$ cat config.mk
export PLATFORM = sky130hd
export DESIGN_NAME = fpam_steer
export DESIGN_NICKNAME = d
export VERILOG_FILES = /design/src/fpam_pkg.sv /design/src/fpam_pipe_pick.sv /design/src/fpam_steer.sv /design/src/fpam_upper_zero.sv
export SDC_FILE = /design/constraint.sdc
export NUM_CORES = 1
export LEC_CHECK = 0
export ABC_CLOCK_PERIOD_IN_PS = 3250
export BUFFER_PORTS_ARGS = -buffer_cell sky130_fd_sc_hd__buf_4
export CAP_MARGIN = 20
export CORE_AREA = 2 2 228 230
export DETAILED_ROUTE_END_ITERATION = 7
export DIE_AREA = 0 0 230 232
export GPL_ROUTABILITY_DRIVEN = 1
export PLACE_DENSITY = 0.52
export SLEW_MARGIN = 40
export SYNTH_ARGS = -nofsm -noshare
export SYNTH_HDL_FRONTEND = slang
export SYNTH_HIERARCHICAL = 1
export SYNTH_SLANG_ARGS = --single-unit
$ cat constraint.sdc
create_clock -name clk -period 3.25 [get_ports clk]
set_clock_uncertainty 0.1 [all_clocks]
set_input_delay 0.1625 -clock clk [delete_from_list [all_inputs] [get_ports clk]]
set_output_delay 0.1625 -clock clk [all_outputs]
set_load 0.02 [all_outputs]
$ cat src/fpam_pkg.sv
// fpam_pkg: shared constants and enumerations for the fp pipe steering block
// assumes: included before every other file of the block
package fpam_pkg;

    // ----------------------------------------------------------------
    // pipe numbering and widths
    // ----------------------------------------------------------------
    localparam int NUM_PIPES = 6;
    localparam int DATAPATH_W = 256;
    localparam int NUM_REGS = 32;
    localparam int REG_IDX_W = 5;
    localparam int DIV_DEPTH = 2;
    localparam int DIV_CNT_W = 2;
    localparam int NORMAL_LAT = 4;
    localparam int DENORM_LAT = 12;
    localparam int LAT_W = 4;

    // pipe masks, bit n set means pipe n permitted
    localparam logic [5:0] MASK_P01 = 6'h03;
    localparam logic [5:0] MASK_P23 = 6'h0c;
    localparam logic [5:0] MASK_P1 = 6'h02;
    localparam logic [5:0] MASK_P0123 = 6'h0f;
    localparam logic [5:0] MASK_P45 = 6'h30;
    localparam logic [5:0] MASK_P12 = 6'h06;
    localparam logic [5:0] MASK_P123 = 6'h0e;
    localparam logic [5:0] MASK_P0 = 6'h01;
    localparam logic [5:0] MASK_NONE = 6'h00;

    // ----------------------------------------------------------------
    // operation classes
    // ----------------------------------------------------------------
    typedef enum logic [3:0] {
        FPAM_OP_FP_MULTIPLY_UNIT_FMA_CMP = 4'h0,
        FPAM_OP_FP_ADDER_UNIT = 4'h1,
        FPAM_OP_CONVERT = 4'h2,
        FPAM_OP_DIV_SQRT = 4'h3,
        FPAM_OP_FP_MOVE_LOGIC = 4'h4,
        FPAM_OP_STORE_TO_GPR = 4'h5,
        FPAM_OP_INT_ADD_CMP = 4'h6,
        FPAM_OP_INT_ADD_COMPLEX = 4'h7,
        FPAM_OP_PERMUTE = 4'h8,
        FPAM_OP_SIMPLE_SHUFFLE = 4'h9,
        FPAM_OP_INT_SHIFT = 4'ha,
        FPAM_OP_INT_MOVE_LOGIC = 4'hb,
        FPAM_OP_REG_MOVE = 4'hc,
        FPAM_OP_ZERO_IDIOM = 4'hd,
        FPAM_OP_SCALAR_MERGE = 4'he,
        FPAM_OP_OTHER = 4'hf
    } fpam_op_e;

    // divider slot state
    typedef enum logic [1:0] {
        FPAM_DIV_IDLE = 2'h0,
        FPAM_DIV_FAST = 2'h1,
        FPAM_DIV_SLOW = 2'h2
    } fpam_div_e;

endpackage

$ cat src/fpam_pipe_pick.sv
// fpam_pipe_pick: picks the lowest free permitted pipe for one operation
// assumes: mask and busy come from logic on the same clock
`timescale 1ns/1ps
`default_nettype none
module fpam_pipe_pick #(
    parameter int NP = 6
) (
    input wire logic [NP-1:0] allowed,
    input wire logic [NP-1:0] busy,
    output logic found,
    output logic [2:0] pipe
);

    // ----------------------------------------------------------------
    // priority pick
    // ----------------------------------------------------------------
    // lowest index wins so steering is deterministic
    always_comb begin
        found = 1'b0;
        pipe = 3'h0;
        for (int i = NP - 1; i >= 0; i--) begin
            if (allowed[i] && !busy[i]) begin
                found = 1'b1;
                pipe = i[2:0];
            end
        end
    end

endmodule
`default_nettype wire

$ cat src/fpam_steer.sv
// fpam_steer: issue-side pipe steering, divider tracking, denormal replay
// and upper-zero merge tracking for the fp/vector cluster
// assumes: scheduler presents one op per cycle with valid; rename side
// supplies register indices; single core clock
`timescale 1ns/1ps
`default_nettype none
module fpam_steer #(
    parameter int NP = fpam_pkg::NUM_PIPES,
    parameter int NR = fpam_pkg::NUM_REGS,
    parameter int IW = fpam_pkg::REG_IDX_W,
    parameter int DW = fpam_pkg::DATAPATH_W
) (
    input wire logic clk,
    input wire logic arst_n,
    // operation offered by the scheduler
    input wire logic op_valid,
    input wire fpam_pkg::fpam_op_e op_class,
    input wire logic op_is_x87,
    input wire logic op_wide,
    input wire logic [NP-1:0] pipe_busy,
    input wire logic [IW-1:0] op_dst,
    input wire logic [IW-1:0] op_src,
    input wire logic op_upper_nonzero,
    input wire logic op_denormal_seen,
    input wire logic [DW-1:0] op_data,
    // simd fp control and status flags
    input wire logic denormal_inputs_as_zero,
    input wire logic flush_denormal_results,
    input wire logic div_done,
    // answers
    output logic op_ready,
    output logic issue_valid,
    output logic [2:0] issue_pipe,
    output logic issue_second_half,
    output logic issue_zero_latency,
    output logic issue_replay_slow,
    output logic issue_flush_zero,
    output logic [DW-1:0] issue_data,
    output logic [IW-1:0] release_idx,
    output logic release_valid,
    output logic merge_dep_removed,
    output logic [NR-1:0] upper_zero_flags,
    output logic [fpam_pkg::DIV_CNT_W-1:0] div_in_flight
);

    // ----------------------------------------------------------------
    // permitted pipe mask per op class
    // ----------------------------------------------------------------
    function automatic logic [5:0] class_mask(input fpam_pkg::fpam_op_e c);
        unique case (c)
            fpam_pkg::FPAM_OP_FP_MULTIPLY_UNIT_FMA_CMP: class_mask = fpam_pkg::MASK_P01;
            fpam_pkg::FPAM_OP_FP_ADDER_UNIT: class_mask = fpam_pkg::MASK_P23;
            fpam_pkg::FPAM_OP_CONVERT: class_mask = fpam_pkg::MASK_P23;
            fpam_pkg::FPAM_OP_DIV_SQRT: class_mask = fpam_pkg::MASK_P1;
            fpam_pkg::FPAM_OP_FP_MOVE_LOGIC: class_mask = fpam_pkg::MASK_P0123;
            fpam_pkg::FPAM_OP_STORE_TO_GPR: class_mask = fpam_pkg::MASK_P45;
            fpam_pkg::FPAM_OP_INT_ADD_CMP: class_mask = fpam_pkg::MASK_P0123;
            fpam_pkg::FPAM_OP_INT_ADD_COMPLEX: class_mask = fpam_pkg::MASK_P01;
            fpam_pkg::FPAM_OP_PERMUTE: class_mask = fpam_pkg::MASK_P12;
            fpam_pkg::FPAM_OP_SIMPLE_SHUFFLE: class_mask = fpam_pkg::MASK_P123;
            fpam_pkg::FPAM_OP_INT_SHIFT: class_mask = fpam_pkg::MASK_P12;
            fpam_pkg::FPAM_OP_INT_MOVE_LOGIC: class_mask = fpam_pkg::MASK_P0123;
            fpam_pkg::FPAM_OP_REG_MOVE: class_mask = fpam_pkg::MASK_NONE;
            fpam_pkg::FPAM_OP_ZERO_IDIOM: class_mask = fpam_pkg::MASK_NONE;
            fpam_pkg::FPAM_OP_SCALAR_MERGE: class_mask = fpam_pkg::MASK_P23;
            fpam_pkg::FPAM_OP_OTHER: class_mask = fpam_pkg::MASK_P0;
        endcase
    endfunction

    // classes resolved at rename with no execution pipe
    function automatic logic no_pipe(input fpam_pkg::fpam_op_e c);
        no_pipe = (c == fpam_pkg::FPAM_OP_REG_MOVE) || (c == fpam_pkg::FPAM_OP_ZERO_IDIOM);
    endfunction

    // classes that assume normal operands first time round
    function automatic logic denorm_sensitive(input fpam_pkg::fpam_op_e c);
        denorm_sensitive = (c == fpam_pkg::FPAM_OP_FP_MULTIPLY_UNIT_FMA_CMP)
            || (c == fpam_pkg::FPAM_OP_DIV_SQRT);
    endfunction

    // ----------------------------------------------------------------
    // state
    // ----------------------------------------------------------------
    logic [5:0] allowed;
    logic pick_found;
    logic [2:0] pick_pipe;
    logic is_div;
    logic div_full;
    logic half_pending_reg;
    logic [2:0] half_pipe_reg;
    logic take;
    logic flags_both;
    logic flags_any;
    logic slow_needed;
    logic uz_wr_en;
    logic uz_wr_val;
    logic [NR-1:0] uz_flags;
    logic [fpam_pkg::DIV_CNT_W-1:0] div_cnt_reg;
    logic [fpam_pkg::DIV_CNT_W-1:0] div_cnt_next;

    assign allowed = class_mask(op_class);
    assign is_div = (op_class == fpam_pkg::FPAM_OP_DIV_SQRT);
    assign div_full = (div_cnt_reg == fpam_pkg::DIV_CNT_W'(fpam_pkg::DIV_DEPTH));
    assign flags_both = denormal_inputs_as_zero && flush_denormal_results;
    assign flags_any = (denormal_inputs_as_zero || flush_denormal_results) && !op_is_x87;

    fpam_pipe_pick #(
        .NP(NP)
    ) u_pick (
        .allowed(allowed),
        .busy(pipe_busy),
        .found(pick_found),
        .pipe(pick_pipe)
    );

    // ----------------------------------------------------------------
    // acceptance
    // ----------------------------------------------------------------
    // a wide op holds the scheduler for its second 256-bit half
    always_comb begin
        take = 1'b0;
        if (op_valid && !half_pending_reg) begin
            if (no_pipe(op_class)) begin
                take = 1'b1;
            end else if (is_div) begin
                take = pick_found && !div_full;
            end else begin
                take = pick_found;
            end
        end
    end

    // legacy stack ops never get the skip
    assign slow_needed = denorm_sensitive(op_class) && op_denormal_seen
        && !(flags_both && !op_is_x87);

    // ----------------------------------------------------------------
    // divider occupancy, up to two in flight on one pipe
    // ----------------------------------------------------------------
    always_comb begin
        div_cnt_next = div_cnt_reg;
        if (take && is_div && !(div_done && div_cnt_reg != '0)) begin
            div_cnt_next = div_cnt_reg + 1'b1;
        end else if (!(take && is_div) && div_done && div_cnt_reg != '0) begin
            div_cnt_next = div_cnt_reg - 1'b1;
        end
    end

    always_ff @(posedge clk or negedge arst_n) begin
        if (!arst_n) begin
            div_cnt_reg <= '0;
        end else begin
            div_cnt_reg <= div_cnt_next;
        end
    end

    // ----------------------------------------------------------------
    // second half of wide ops
    // ----------------------------------------------------------------
    // wider ops run as two passes over the 256-bit path
    always_ff @(posedge clk or negedge arst_n) begin
        if (!arst_n) begin
            half_pending_reg <= 1'b0;
            half_pipe_reg <= 3'h0;
        end else if (half_pending_reg) begin
            half_pending_reg <= 1'b0;
        end else if (take && op_wide && !no_pipe(op_class)) begin
            half_pending_reg <= 1'b1;
            half_pipe_reg <= pick_pipe;
        end
    end

    // ----------------------------------------------------------------
    // issue outputs
    // ----------------------------------------------------------------
    always_ff @(posedge clk or negedge arst_n) begin
        if (!arst_n) begin
            issue_valid <= 1'b0;
            issue_pipe <= 3'h0;
            issue_second_half <= 1'b0;
            issue_zero_latency <= 1'b0;
            issue_replay_slow <= 1'b0;
            issue_flush_zero <= 1'b0;
        end else begin
            issue_valid <= half_pending_reg || take;
            issue_second_half <= half_pending_reg;
            issue_pipe <= half_pending_reg ? half_pipe_reg : pick_pipe;
            issue_zero_latency <= take && no_pipe(op_class);
            issue_replay_slow <= take && slow_needed;
            issue_flush_zero <= take && flags_any;
        end
    end

    // denormal data of non-x87 ops replaced by zero while a flush flag is on
    always_ff @(posedge clk or negedge arst_n) begin
        if (!arst_n) begin
            issue_data <= '0;
        end else if (take) begin
            issue_data <= (flags_any && op_denormal_seen) ? '0 : op_data;
        end
    end

    always_ff @(posedge clk or negedge arst_n) begin
        if (!arst_n) begin
            op_ready <= 1'b0;
        end else begin
            op_ready <= 1'b1;
        end
    end

    // ----------------------------------------------------------------
    // upper-zero tracking and merge dependency removal
    // ----------------------------------------------------------------
    // zero idiom sets, copy propagates, nonzero upper write clears
    always_comb begin
        uz_wr_en = 1'b0;
        uz_wr_val = 1'b0;
        if (take) begin
            if (op_class == fpam_pkg::FPAM_OP_ZERO_IDIOM) begin
                uz_wr_en = 1'b1;
                uz_wr_val = 1'b1;
            end else if (op_class == fpam_pkg::FPAM_OP_REG_MOVE) begin
                uz_wr_en = 1'b1;
                uz_wr_val = uz_flags[op_src];
            end else if (op_upper_nonzero) begin
                uz_wr_en = 1'b1;
                uz_wr_val = 1'b0;
            end
        end
    end

    fpam_upper_zero #(
        .NR(NR),
        .IW(IW)
    ) u_uz (
        .clk(clk),
        .arst_n(arst_n),
        .wr_en(uz_wr_en),
        .wr_idx(op_dst),
        .wr_val(uz_wr_val),
        .rd_idx(op_dst),
        .rd_val(),
        .all_flags(uz_flags)
    );

    // scalar merging ops skip the wait when upper known zero
    always_ff @(posedge clk or negedge arst_n) begin
        if (!arst_n) begin
            merge_dep_removed <= 1'b0;
            release_valid <= 1'b0;
            release_idx <= '0;
        end else begin
            merge_dep_removed <= take
                && (op_class == fpam_pkg::FPAM_OP_ZERO_IDIOM
                || (op_class == fpam_pkg::FPAM_OP_SCALAR_MERGE
                && uz_flags[op_dst]));
            release_valid <= take && (op_class == fpam_pkg::FPAM_OP_ZERO_IDIOM);
            release_idx <= op_dst;
        end
    end

    always_ff @(posedge clk or negedge arst_n) begin
        if (!arst_n) begin
            upper_zero_flags <= '0;
            div_in_flight <= '0;
        end else begin
            upper_zero_flags <= uz_flags;
            div_in_flight <= div_cnt_next;
        end
    end

endmodule
`default_nettype wire

$ cat src/fpam_upper_zero.sv
// fpam_upper_zero: per-register flags marking the upper portion known zero
// assumes: one write port per cycle from the rename side, same clock
`timescale 1ns/1ps
`default_nettype none
module fpam_upper_zero #(
    parameter int NR = 32,
    parameter int IW = 5
) (
    input wire logic clk,
    input wire logic arst_n,
    input wire logic wr_en,
    input wire logic [IW-1:0] wr_idx,
    input wire logic wr_val,
    input wire logic [IW-1:0] rd_idx,
    output logic rd_val,
    output logic [NR-1:0] all_flags
);

    logic [NR-1:0] flag_reg;

    // ----------------------------------------------------------------
    // flag storage
    // ----------------------------------------------------------------
    // all flags start cleared: upper bits not known zero
    always_ff @(posedge clk or negedge arst_n) begin
        if (!arst_n) begin
            flag_reg <= '0;
        end else if (wr_en) begin
            flag_reg[wr_idx] <= wr_val;
        end
    end

    // registered read port
    always_ff @(posedge clk or negedge arst_n) begin
        if (!arst_n) begin
            rd_val <= 1'b0;
        end else begin
            rd_val <= flag_reg[rd_idx];
        end
    end

    assign all_flags = flag_reg;

endmodule
`default_nettype wire
==> impl_metrics.yaml, run 1 <==
status:
  outcome: "finished clean"
cts:
  cts_root_buffer: "clkbuf_16"
  clock-sinks: 342
  cts_tree: "built"
  cts_resized: 0
  hold_buffers: 270
  htree_levels: 2
  clk_pin_slew_ns: 0.06
  postCtsSetupRepairBufs: 0
  clock_latency_ns: 0.56
  clockBufferDepth: 3
  cts_buffers: 41
global_routing:
  grt_max_degree: 113
  overflow: 0
  antenna_found_initial: 8
  grt_pass1_vias: 13600
  grt_pass1_wl_um: 79100
  grt_usage_pct: 18.7
power_and_ir_drop:
  power_density_nw_per_um2: 593
  pwr-share-seq_pct: 39.1
  p_switching_mw: 4.42
  power_leakage_nw: 12.1
  power_frac_comb_pct: 28.5
  swShare_pct: 32.3
  power.share.clock_pct: 32.5
  p_int_mw: 9.26
  vdd_drop_max_v: 0.000328
run:
  cap_violations: 0
layout:
  mostFrequentLayoutCells: "600 x buf_4, 537 x nand2_1, 342 x dfrtp_1, 270 x dlygate4sd3_1, 260 x nand3_1"
  largest_register: "issue_data"
  drive_gt1_share_pct: 31.1
  finish.instance_area_um2: 23100
  final_util_pct: 45.4
  layout_commonest_cell: "buf_4"
  area_growth_pct: 63.8
  largest_register_ffs: 256
  final_nets: 2530
worst_setup_path:
  cpPeakStageDelay_ns: 0.56
  cp_max_fo: 28
  path_delay_family: "buffers and inverters"
  crit_chain: "buf_4, inv_1, ha_1, nor2_1, a21oi_1, nor2_1, a21oi_1, nand2b_1, nand4_1, a211o_1, a31oi_4, buf_12, buf_4, nor3_1, dlygate4sd3_1"
  startpoint_type: "input port"
  worstPathRequired_ns: 3.59
  critPathArrivalTime_ns: 3.01
  path_class: "input port to register"
  end_kind: "register"
  crit_slowest_cell: "dlygate4sd3_1"
  critical_path_buf_inv_count: 5
timing:
  drv_slew: 0
  tns_ns: 0
  min_period_ns: 2.67
  setup_viol: 0
  worstMarginPinSlew_ns: 0.834
  period_share_pct: 82.1
  rsz0062_at_grt: "no"
  slew_headroom_pct: 44.4
  fmax_mhz: 375
  final-hold-violation-count: 0
synthesis:
  syn_area_per_cell_um2: 9.99
  yosys_warnings: 6
  netlist_area_um2: 14100
  synth_cells: 1412
  synthesis.nets: 1702
place:
  routabilityCongestion: 0.875
  hpwl_um: 35100
  port_buffers: 591
  placed_cell_area_um2: 19100
detailed_routing:
  drt-vias-per-instance: 4.51
  vias: 13300
  wirelength_um: 51500
  drt-pass1-iter-count: 7
  ant_nets: 0
  wire_per_inst_um: 17.4
  drtIter0Drc: 775
  drc: 0
worst_hold_path:
  hp-class: "input port to register"
floorplanning:
  fp.dieH_um: 232
  fp.coreArea_um2: 50900
  ios: 592
  num_rows: 83
  die-area_um2: 53400
  dieWidth_um: 230
  initial_core_util_pct: 27.7
[worst register-to-register path: cells and delay by family (launching register included)]
kind	cells	cell delay, ns
AO/OA/AOI/OAI	1	0.29
buffers and inverters	3	1.10
flip-flops	1	0.53
AND/OR/NAND/NOR	3	0.53
[final timing paths]
kind / from / to / slack (ns) / cells past startpoint
worst max-delay path: op_class[0] / issue_flush_zero$_DFF_PN0_ / 0.58 / 15
worst min-delay path: op_class[3] / issue_zero_latency$_DFF_PN0_ / 0.06 / 3
worst max register to register: half_pending_reg$_DFF_PN0_ / issue_flush_zero$_DFF_PN0_ / 0.59 / 7
worst min register to register: u_uz/all_flags[21]$_DFFE_PN0P_ / upper_zero_flags[21]$_DFF_PN0_ / 0.33 / 0
max in group asynchronous: arst_n / issue_data[208]$_DFFE_PN0P_ / 2.09 / 3
min in group asynchronous: arst_n / issue_data[3]$_DFFE_PN0P_ / 0.14 / 2
[metrics by stage]
step / power, mW / hold WS [ns] / cells / setup slack [ns]
after floorplan: 7.19 / -0.233 / 1412 / 0.500
after global placement: 9.02 / 0.145 / 2607 / 0.322
after detailed placement: 9.07 / 0.143 / 2607 / 0.273
after CTS: 13.9 / 0.00998 / 2944 / 0.561
after global routing: 14.4 / 0.0331 / 2945 / 0.459
final: 13.7 / 0.0647 / 2952 / 0.583
[power by group through the flow]
stage	clock, mW	combinational (mW)	sequential [mW]
floorplan	0	0.971	6.22
global placement	0	3.64	5.39
global route	4.77	4.20	5.43
CTS	4.60	3.94	5.35
finish	4.44	3.90	5.35
detailed placement	0	3.66	5.41
[cell type report]
class | instances | area [um^2]
Inverter | 10 | 37.5
Tap cell | 680 | 851
Fill cell | 4841 | 27800
Antenna cell | 8 | 20.0
Sequential cell | 342 | 8560
Timing Repair Buffer | 882 | 7440
Multi-Input combinational cell | 963 | 4900
Clock buffer | 56 | 1120
Clock inverter | 11 | 160
[per-layer routing]
| layer | vias to the layer above | global-route usage (%) | wire [um] |
|---|---|---|---|
| met5 | - | 0 | 16 |
| met4 | 2 | 6.45 | 1500 |
| met3 | 92 | 5.02 | 3770 |
| met2 | 482 | 31.4 | 25100 |
| met1 | 6431 | 23.3 | 21000 |
| li1 | 6307 | - | - |
No activity file was read; power rests on OpenSTA's default activity.
==> run 2: changes to the inputs <==
- ABC_CLOCK_PERIOD_IN_PS: 3250 -> 2400
- CORE_AREA: 2 2 228 230 -> 2 2 233 235
- DIE_AREA: 0 0 230 232 -> 0 0 235 237
- clock period: 3.25 -> 2.4 ns (I/O delays scaled with it)
==> run 2 against run 1 <==
Net effect:
- setup slack lost 0.49 ns
- count of clock-buffer cells in the layout increased by 3
- core utilization fell by 0.59 points
- worst hold slack gained 0.044 ns
- die area is 4.4% higher
- global-route usage up 0.28 points
- final area rose by 3.3%
- largest cell class unchanged
- power is 35% higher
- sequential share of layout area decreased by 1.2 points
- sequential power rose by 35%
- critical path depth down 8
==> impl_metrics.yaml, run 2 (same netlist as run 1, synthesis figures left out) <==
place:
  routabilityCongestion: 0.868
  placed_cell_area_um2: 19900
  port_buffers: 591
  hpwl_um: 38200
cts:
  clockBufferDepth: 3
  cts_tree: "built"
  htree_levels: 2
  clock_latency_ns: 0.55
  cts_buffers: 40
  clk_pin_slew_ns: 0.06
  cts_root_buffer: "clkbuf_16"
  clock-sinks: 342
worst_setup_path:
  path_class: "register to register"
  timing.rr.start: "half_pending_reg$_DFF_PN0_"
  startpoint_type: "register"
  end_kind: "register"
  cp_max_fo: 6
  critical_path_buf_inv_count: 0
  rr_endpoint: "u_uz/all_flags[24]$_DFFE_PN0P_"
  crit_slowest_cell: "or3b_4"
  crit_end: "u_uz/all_flags[24]$_DFFE_PN0P_"
  path_delay_family: "simple AND/OR/NAND/NOR gates"
  worstPathRequired_ns: 2.74
  r2r_slack_ns: 0.09
  critPathArrivalTime_ns: 2.64
  crit_chain: "and4b_1, nor2b_4, a31o_4, a21o_2, or3b_4, nor2_1, mux2_1"
  path_depth: 7
  crit_start: "half_pending_reg$_DFF_PN0_"
  cpPeakStageDelay_ns: 0.42
  rr_worst_depth: 7
layout:
  area_growth_pct: 69.3
  largest_register_ffs: 256
  multi_input_area_um2: 4950
  largest_register: "issue_data"
  seq_area_um2: 8560
  mostFrequentLayoutCells: "655 x buf_4, 537 x nand2_1, 342 x dfrtp_1, 271 x dlygate4sd3_1, 260 x nand3_1"
  final_nets: 2603
  drive_gt1_share_pct: 33.6
  layout_commonest_cell: "buf_4"
  finish.instance_area_um2: 23900
  fillers: 5084
timing:
  rsz0062_at_grt: "yes"
  slew_headroom_pct: 61.4
  setup_viol: 0
  final-hold-violation-count: 0
  worstMarginPinSlew_ns: 0.579
  period_share_pct: 96.1
  min_period_ns: 2.31
  drv_slew: 0
  fmax_mhz: 433
detailed_routing:
  drt-pass1-iter-count: 5
  vias: 13700
  wirelength_um: 54000
  drtIter0Drc: 650
  ant_nets: 0
  drt-vias-per-instance: 4.53
  drc: 0
  wire_per_inst_um: 17.8
power_and_ir_drop:
  total_power_mw: 18.4
  power_leakage_nw: 12.6
  p_int_mw: 12.4
  vdd_drop_max_v: 0.000434
  power.share.clock_pct: 30.7
  swShare_pct: 32.8
  power_density_nw_per_um2: 772
  p_switching_mw: 6.04
  pwr-share-seq_pct: 39.3
  power_frac_comb_pct: 30.0
worst_hold_path:
  hp-class: "input port to register"
floorplanning:
  die-area_um2: 55700
  fp.coreArea_um2: 53300
  dieWidth_um: 235
  ios: 592
  num_rows: 85
  initial_core_util_pct: 26.5
  fp.dieH_um: 237
run:
  cap_violations: 0
status:
  outcome: "finished clean"
global_routing:
  overflow: 0
  grt_max_degree: 106
  grt_pass1_vias: 14400
  grt_pass1_wl_um: 83700
  antenna_found_initial: 2
  grt_usage_pct: 19.0
## run 2: cell types whose count changed in the layout (fill, tap and decap cells not counted), sizes merged
cell / previous run / this run
clkinv: 7 / 6
clkbuf: 56 / 59
inv: 11 / 12
clkinvlp: 0 / 1
diode: 8 / 1
buf: 612 / 685
bufinv: 3 / 0
dlygate4sd3: 270 / 271
## run 2: how the worst min path moves through the flow
| stage | start | end | slack (ns) | depth (start not counted) |
|---|---|---|---|---|
| after CTS | pipe_busy[5] | issue_pipe[2]$_DFF_PN0_ | 0.06 | 5 |
| after detailed placement | arst_n | issue_data[62]$_DFFE_PN0P_ | -0.008 | 1 |
| final | pipe_busy[5] | half_pipe_reg[2]$_DFFE_PN0P_ | 0.11 | 5 |
| after floorplan | arst_n | div_in_flight[0]$_DFFE_PN0P_ | -0.28 | 0 |
| after global routing | op_valid | issue_zero_latency$_DFF_PN0_ | 0.09 | 4 |
| after global placement | arst_n | issue_data[68]$_DFFE_PN0P_ | -0.01 | 1 |
## run 2: what timing repair did
item / 4_1_cts / 5_1_grt
resized for setup: 0 / 6
setup buffers: 0 / 2
endpoints found under the hold margin: 580 / 0
hold buffers: 272 / 0
endpoints found under the setup margin: 0 / 87
## run 2: power groups by stage
stage | sequential, mW | clock [mW] | combinational [mW]
2_1_floorplan | 8.42 | 0 | 1.32
3_3_place_gp | 7.29 | 0 | 5.13
3_5_place_dp | 7.33 | 0 | 5.18
4_1_cts | 7.24 | 5.87 | 5.56
5_1_grt | 7.35 | 6.09 | 5.94
6_report | 7.23 | 5.66 | 5.53
## run 2: area by class of cell
| class | instances | area share [%] |
|---|---|---|
| sequential | 342 | 35.9 |
| timing repair buffer | 956 | 34.5 |
| multi-input combinational | 963 | 20.7 |
| clock buffer | 59 | 4.75 |
| tap | 696 | 3.65 |
| inverter | 10 | 0.262 |
| clock inverter | 9 | 0.231 |
| antenna | 1 | 0.0105 |
## run 2: through the flow
stage          instances  hold slack, ns  utilization (%)  TNS [ns]  setup slack (ns)
6_report            3036           0.109             44.8         0            0.0927
5_1_grt             3036          0.0878             44.8  -0.00762          -0.00462
4_1_cts             3033          0.0563             44.7         0            0.0141
3_5_place_dp        2693        -0.00800             37.3    -78.95            -0.458
3_3_place_gp        2693         -0.0125             37.3    -71.52            -0.471
2_1_floorplan       1412          -0.276                -     -5.55            -0.236
## run 2: layer usage
layer	GRT usage (%)	wire, um	vias to the layer above
met3	4.87	3460	126
met2	31.6	26200	491
met1	23.8	22300	6677
met4	7.29	2010	2
met5	0	11	-
li1	-	-	6444
## run 2: worst reg2reg max path, cell delays in order, from the launching register on
cell and delay [ns]:
dfrtp_1 0.39, and4b_1 0.29, nor2b_4 0.20, a31o_4 0.12
a21o_2 0.22, or3b_4 0.42, nor2_1 0.12, mux2_1 0.33
==> run 3: changes to the inputs <==
- PLACE_DENSITY: 0.52 -> 0.55
- SYNTH_HIERARCHICAL: 1 -> default
==> run 3 against run 2 <==
Net effect:
- non-clock buffer count is 22 lower
- count of clock-buffer cells in the layout is 4 lower
- highest routed layer is now met4
- global-route usage is 0.82 points lower
- sequential power is 2% higher
- flip-flop and latch count stayed put
- clock power is 5.5% higher
- sequential share of layout area is 1.7 points lower
- wire length is 5.0% lower
- via count is 5.1% lower
- die area stayed put
==> impl_metrics.yaml, run 3 <==
synthesis:
  yosys_warnings: 0
  ys_seq_area_share_pct: 54.8
  synth_cells: 1378
  synth_edf_count: 0
  syn_area_per_cell_um2: 11.3
  synth-main-ff-cell: "dfrtp_1"
  synth_top_area_cell: "dfrtp_1"
  synth_cell_types: 54
  synthTopCellsByCount: "342 x dfrtp_1, 265 x nand2_1, 261 x inv_1"
  netlist_area_um2: 15600
  yosysMostFrequentCell: "dfrtp_1"
  post-synth-top-area-fraction_pct: 54.8
  synthesis.nets: 1671
  synthTopCellsByArea: "dfrtp_1 55%, mux2i_1 17%, nand2_1 6.4%, inv_1 6.3%, buf_12 2.8%"
  ys_ff_latch: 342
  async_flop_share_pct: 100
layout:
  drive_gt1_share_pct: 32.9
  largest_register: "issue_data"
  mostFrequentLayoutCells: "633 x buf_4, 342 x dfrtp_1, 277 x dlygate4sd3_1, 264 x nand2_1, 261 x inv_1"
  final_util_pct: 47.0
  largest_register_ffs: 256
  area_growth_pct: 60.2
  final_nets: 2571
  layout_commonest_cell: "buf_4"
  fin_cells: 3002
cts:
  cts_buffers: 40
  htree_levels: 2
  clock_latency_ns: 0.55
  clk_pin_slew_ns: 0.06
  clock-sinks: 342
  cts_root_buffer: "clkbuf_16"
  cts_tree: "built"
  clockBufferDepth: 3
power_and_ir_drop:
  power_density_nw_per_um2: 779
  vdd_drop_max_v: 0.000489
  power_leakage_nw: 13.3
run:
  cap_violations: 0
worst_setup_path:
  path_delay_family: "buffers and inverters"
  crit_slowest_cell: "dlygate4sd3_1"
  cp_max_fo: 15
  path_class: "input port to register"
  crit_chain: "dlygate4sd3_1, buf_6, or2b_1, nand3_1, a31oi_1, buf_4, o31a_4, buf_4, nand2_1, nor3_1, dlygate4sd3_1"
  cpPeakStageDelay_ns: 0.55
  critical_path_buf_inv_count: 5
  worstPathRequired_ns: 2.73
  startpoint_type: "input port"
  critPathArrivalTime_ns: 2.67
  end_kind: "register"
detailed_routing:
  drtIter0Drc: 553
  drt-pass1-iter-count: 5
  drt-vias-per-instance: 4.34
  wire_per_inst_um: 17.1
  ant_nets: 0
  vias: 13000
  drc: 0
  wirelength_um: 51300
place:
  placed_cells: 2654
  hpwl_um: 36100
  port_buffers: 591
  routabilityCongestion: 0.833
timing:
  final-hold-violation-count: 0
  period_share_pct: 97.6
  drv_slew: 0
  rsz0062_at_grt: "no"
  slew_headroom_pct: 56.3
  tns_ns: 0
  fmax_mhz: 427
  hold_ws_ns: 0.0145
  setup_viol: 0
  worstMarginPinSlew_ns: 0.654
  min_period_ns: 2.34
global_routing:
  overflow: 0
  grt_pass1_vias: 14100
  grt_max_degree: 75
  grt_pass1_wl_um: 80800
  antenna_found_initial: 1
  grt_usage_pct: 18.2
floorplanning:
  ios: 592
  num_rows: 85
  die-area_um2: 55700
  fp.dieH_um: 237
  dieWidth_um: 235
  fp.coreArea_um2: 53300
  initial_core_util_pct: 29.3
status:
  outcome: "finished clean"
worst_hold_path:
  hp-class: "input port to asynchronous set/reset pin"
-- run 3: area by class of cell --
type                    instances  area (um^2)
diodes                          1         2.50
clock buffers                  55         1160
clock inverters                14          109
fillers                      4857        28300
inverters                     261          980
multi-input cells             699         5360
flip-flops and latches        342         8560
well taps                     696          871
repair buffers                934         7990
-- run 3: worst paths after layout --
kind	from	to	slack, ns	cells past startpoint
min in group clk	op_class[1]	merge_dep_removed$_DFF_PN0_	0.07	4
max in group asynchronous	arst_n	issue_data[53]$_DFFE_PN0P_	1.40	3
worst max-delay path	op_class[3]	issue_flush_zero$_DFF_PN0_	0.06	11
worst max register to register	u_uz.all_flags[23]$_DFFE_PN0P_	u_uz.all_flags[28]$_DFFE_PN0P_	0.16	6
worst min-delay path	arst_n	issue_data[200]$_DFFE_PN0P_	0.01	2
worst min register to register	u_uz.all_flags[14]$_DFFE_PN0P_	upper_zero_flags[14]$_DFF_PN0_	0.32	0
-- run 3: logic make-up (layout without fill, tap and decap cells) --
kind of cell,Yosys count,count (layout),share of synthesized area (%)
AO/OA/AOI/OAI,38,38,2.14
buffers and inverters,337,1264,11.0
adder cells (fa/ha/maj),7,7,0.560
AND/OR/NAND/NOR,343,343,10.1
other,1,2,0.0240
flip-flops,342,342,54.8
multiplexers,310,310,21.4
-- run 3: power by group --
group          internal [mW]  switching [mW]
registers               6.81           0.608
clock network           3.48            2.49
logic                   2.81            3.30
-- run 3: layer usage --
layer / vias up / wire, um / global-route usage, %
met3: 100 / 3580 / 5.16
met1: 6299 / 20800 / 22.0
met4: 0 / 1830 / 6.71
met2: 439 / 25100 / 30.8
met5: - / 0 / 0
li1: 6196 / - / -
-- run 3: worst reg2reg max path, delay by kind of cell (launching register included) --
| kind | cells | cell delay (ns) |
|---|---|---|
| AND/OR/NAND/NOR | 1 | 0.11 |
| buffers and inverters | 1 | 0.21 |
| multiplexers | 3 | 1.04 |
| flip-flops | 1 | 0.41 |
| AO/OA/AOI/OAI | 1 | 0.25 |
-- run 3: stage by stage --
step	area [um^2]	worst slack (ns)	power, mW
6_report	25000	0.0565	19.5
4_1_cts	25000	0.0470	19.7
3_3_place_gp	21000	-0.0342	13.2
2_1_floorplan	15600	0.144	10.4
3_5_place_dp	21000	-0.0883	13.3
5_1_grt	25000	0.00353	20.5
-- run 3: repair_timing --
action                     CTS  global route
setup endpoints to repair    0             1
hold buffers               277             0
hold endpoints to repair   622             0
resized for setup            0             2
setup buffers                0             1
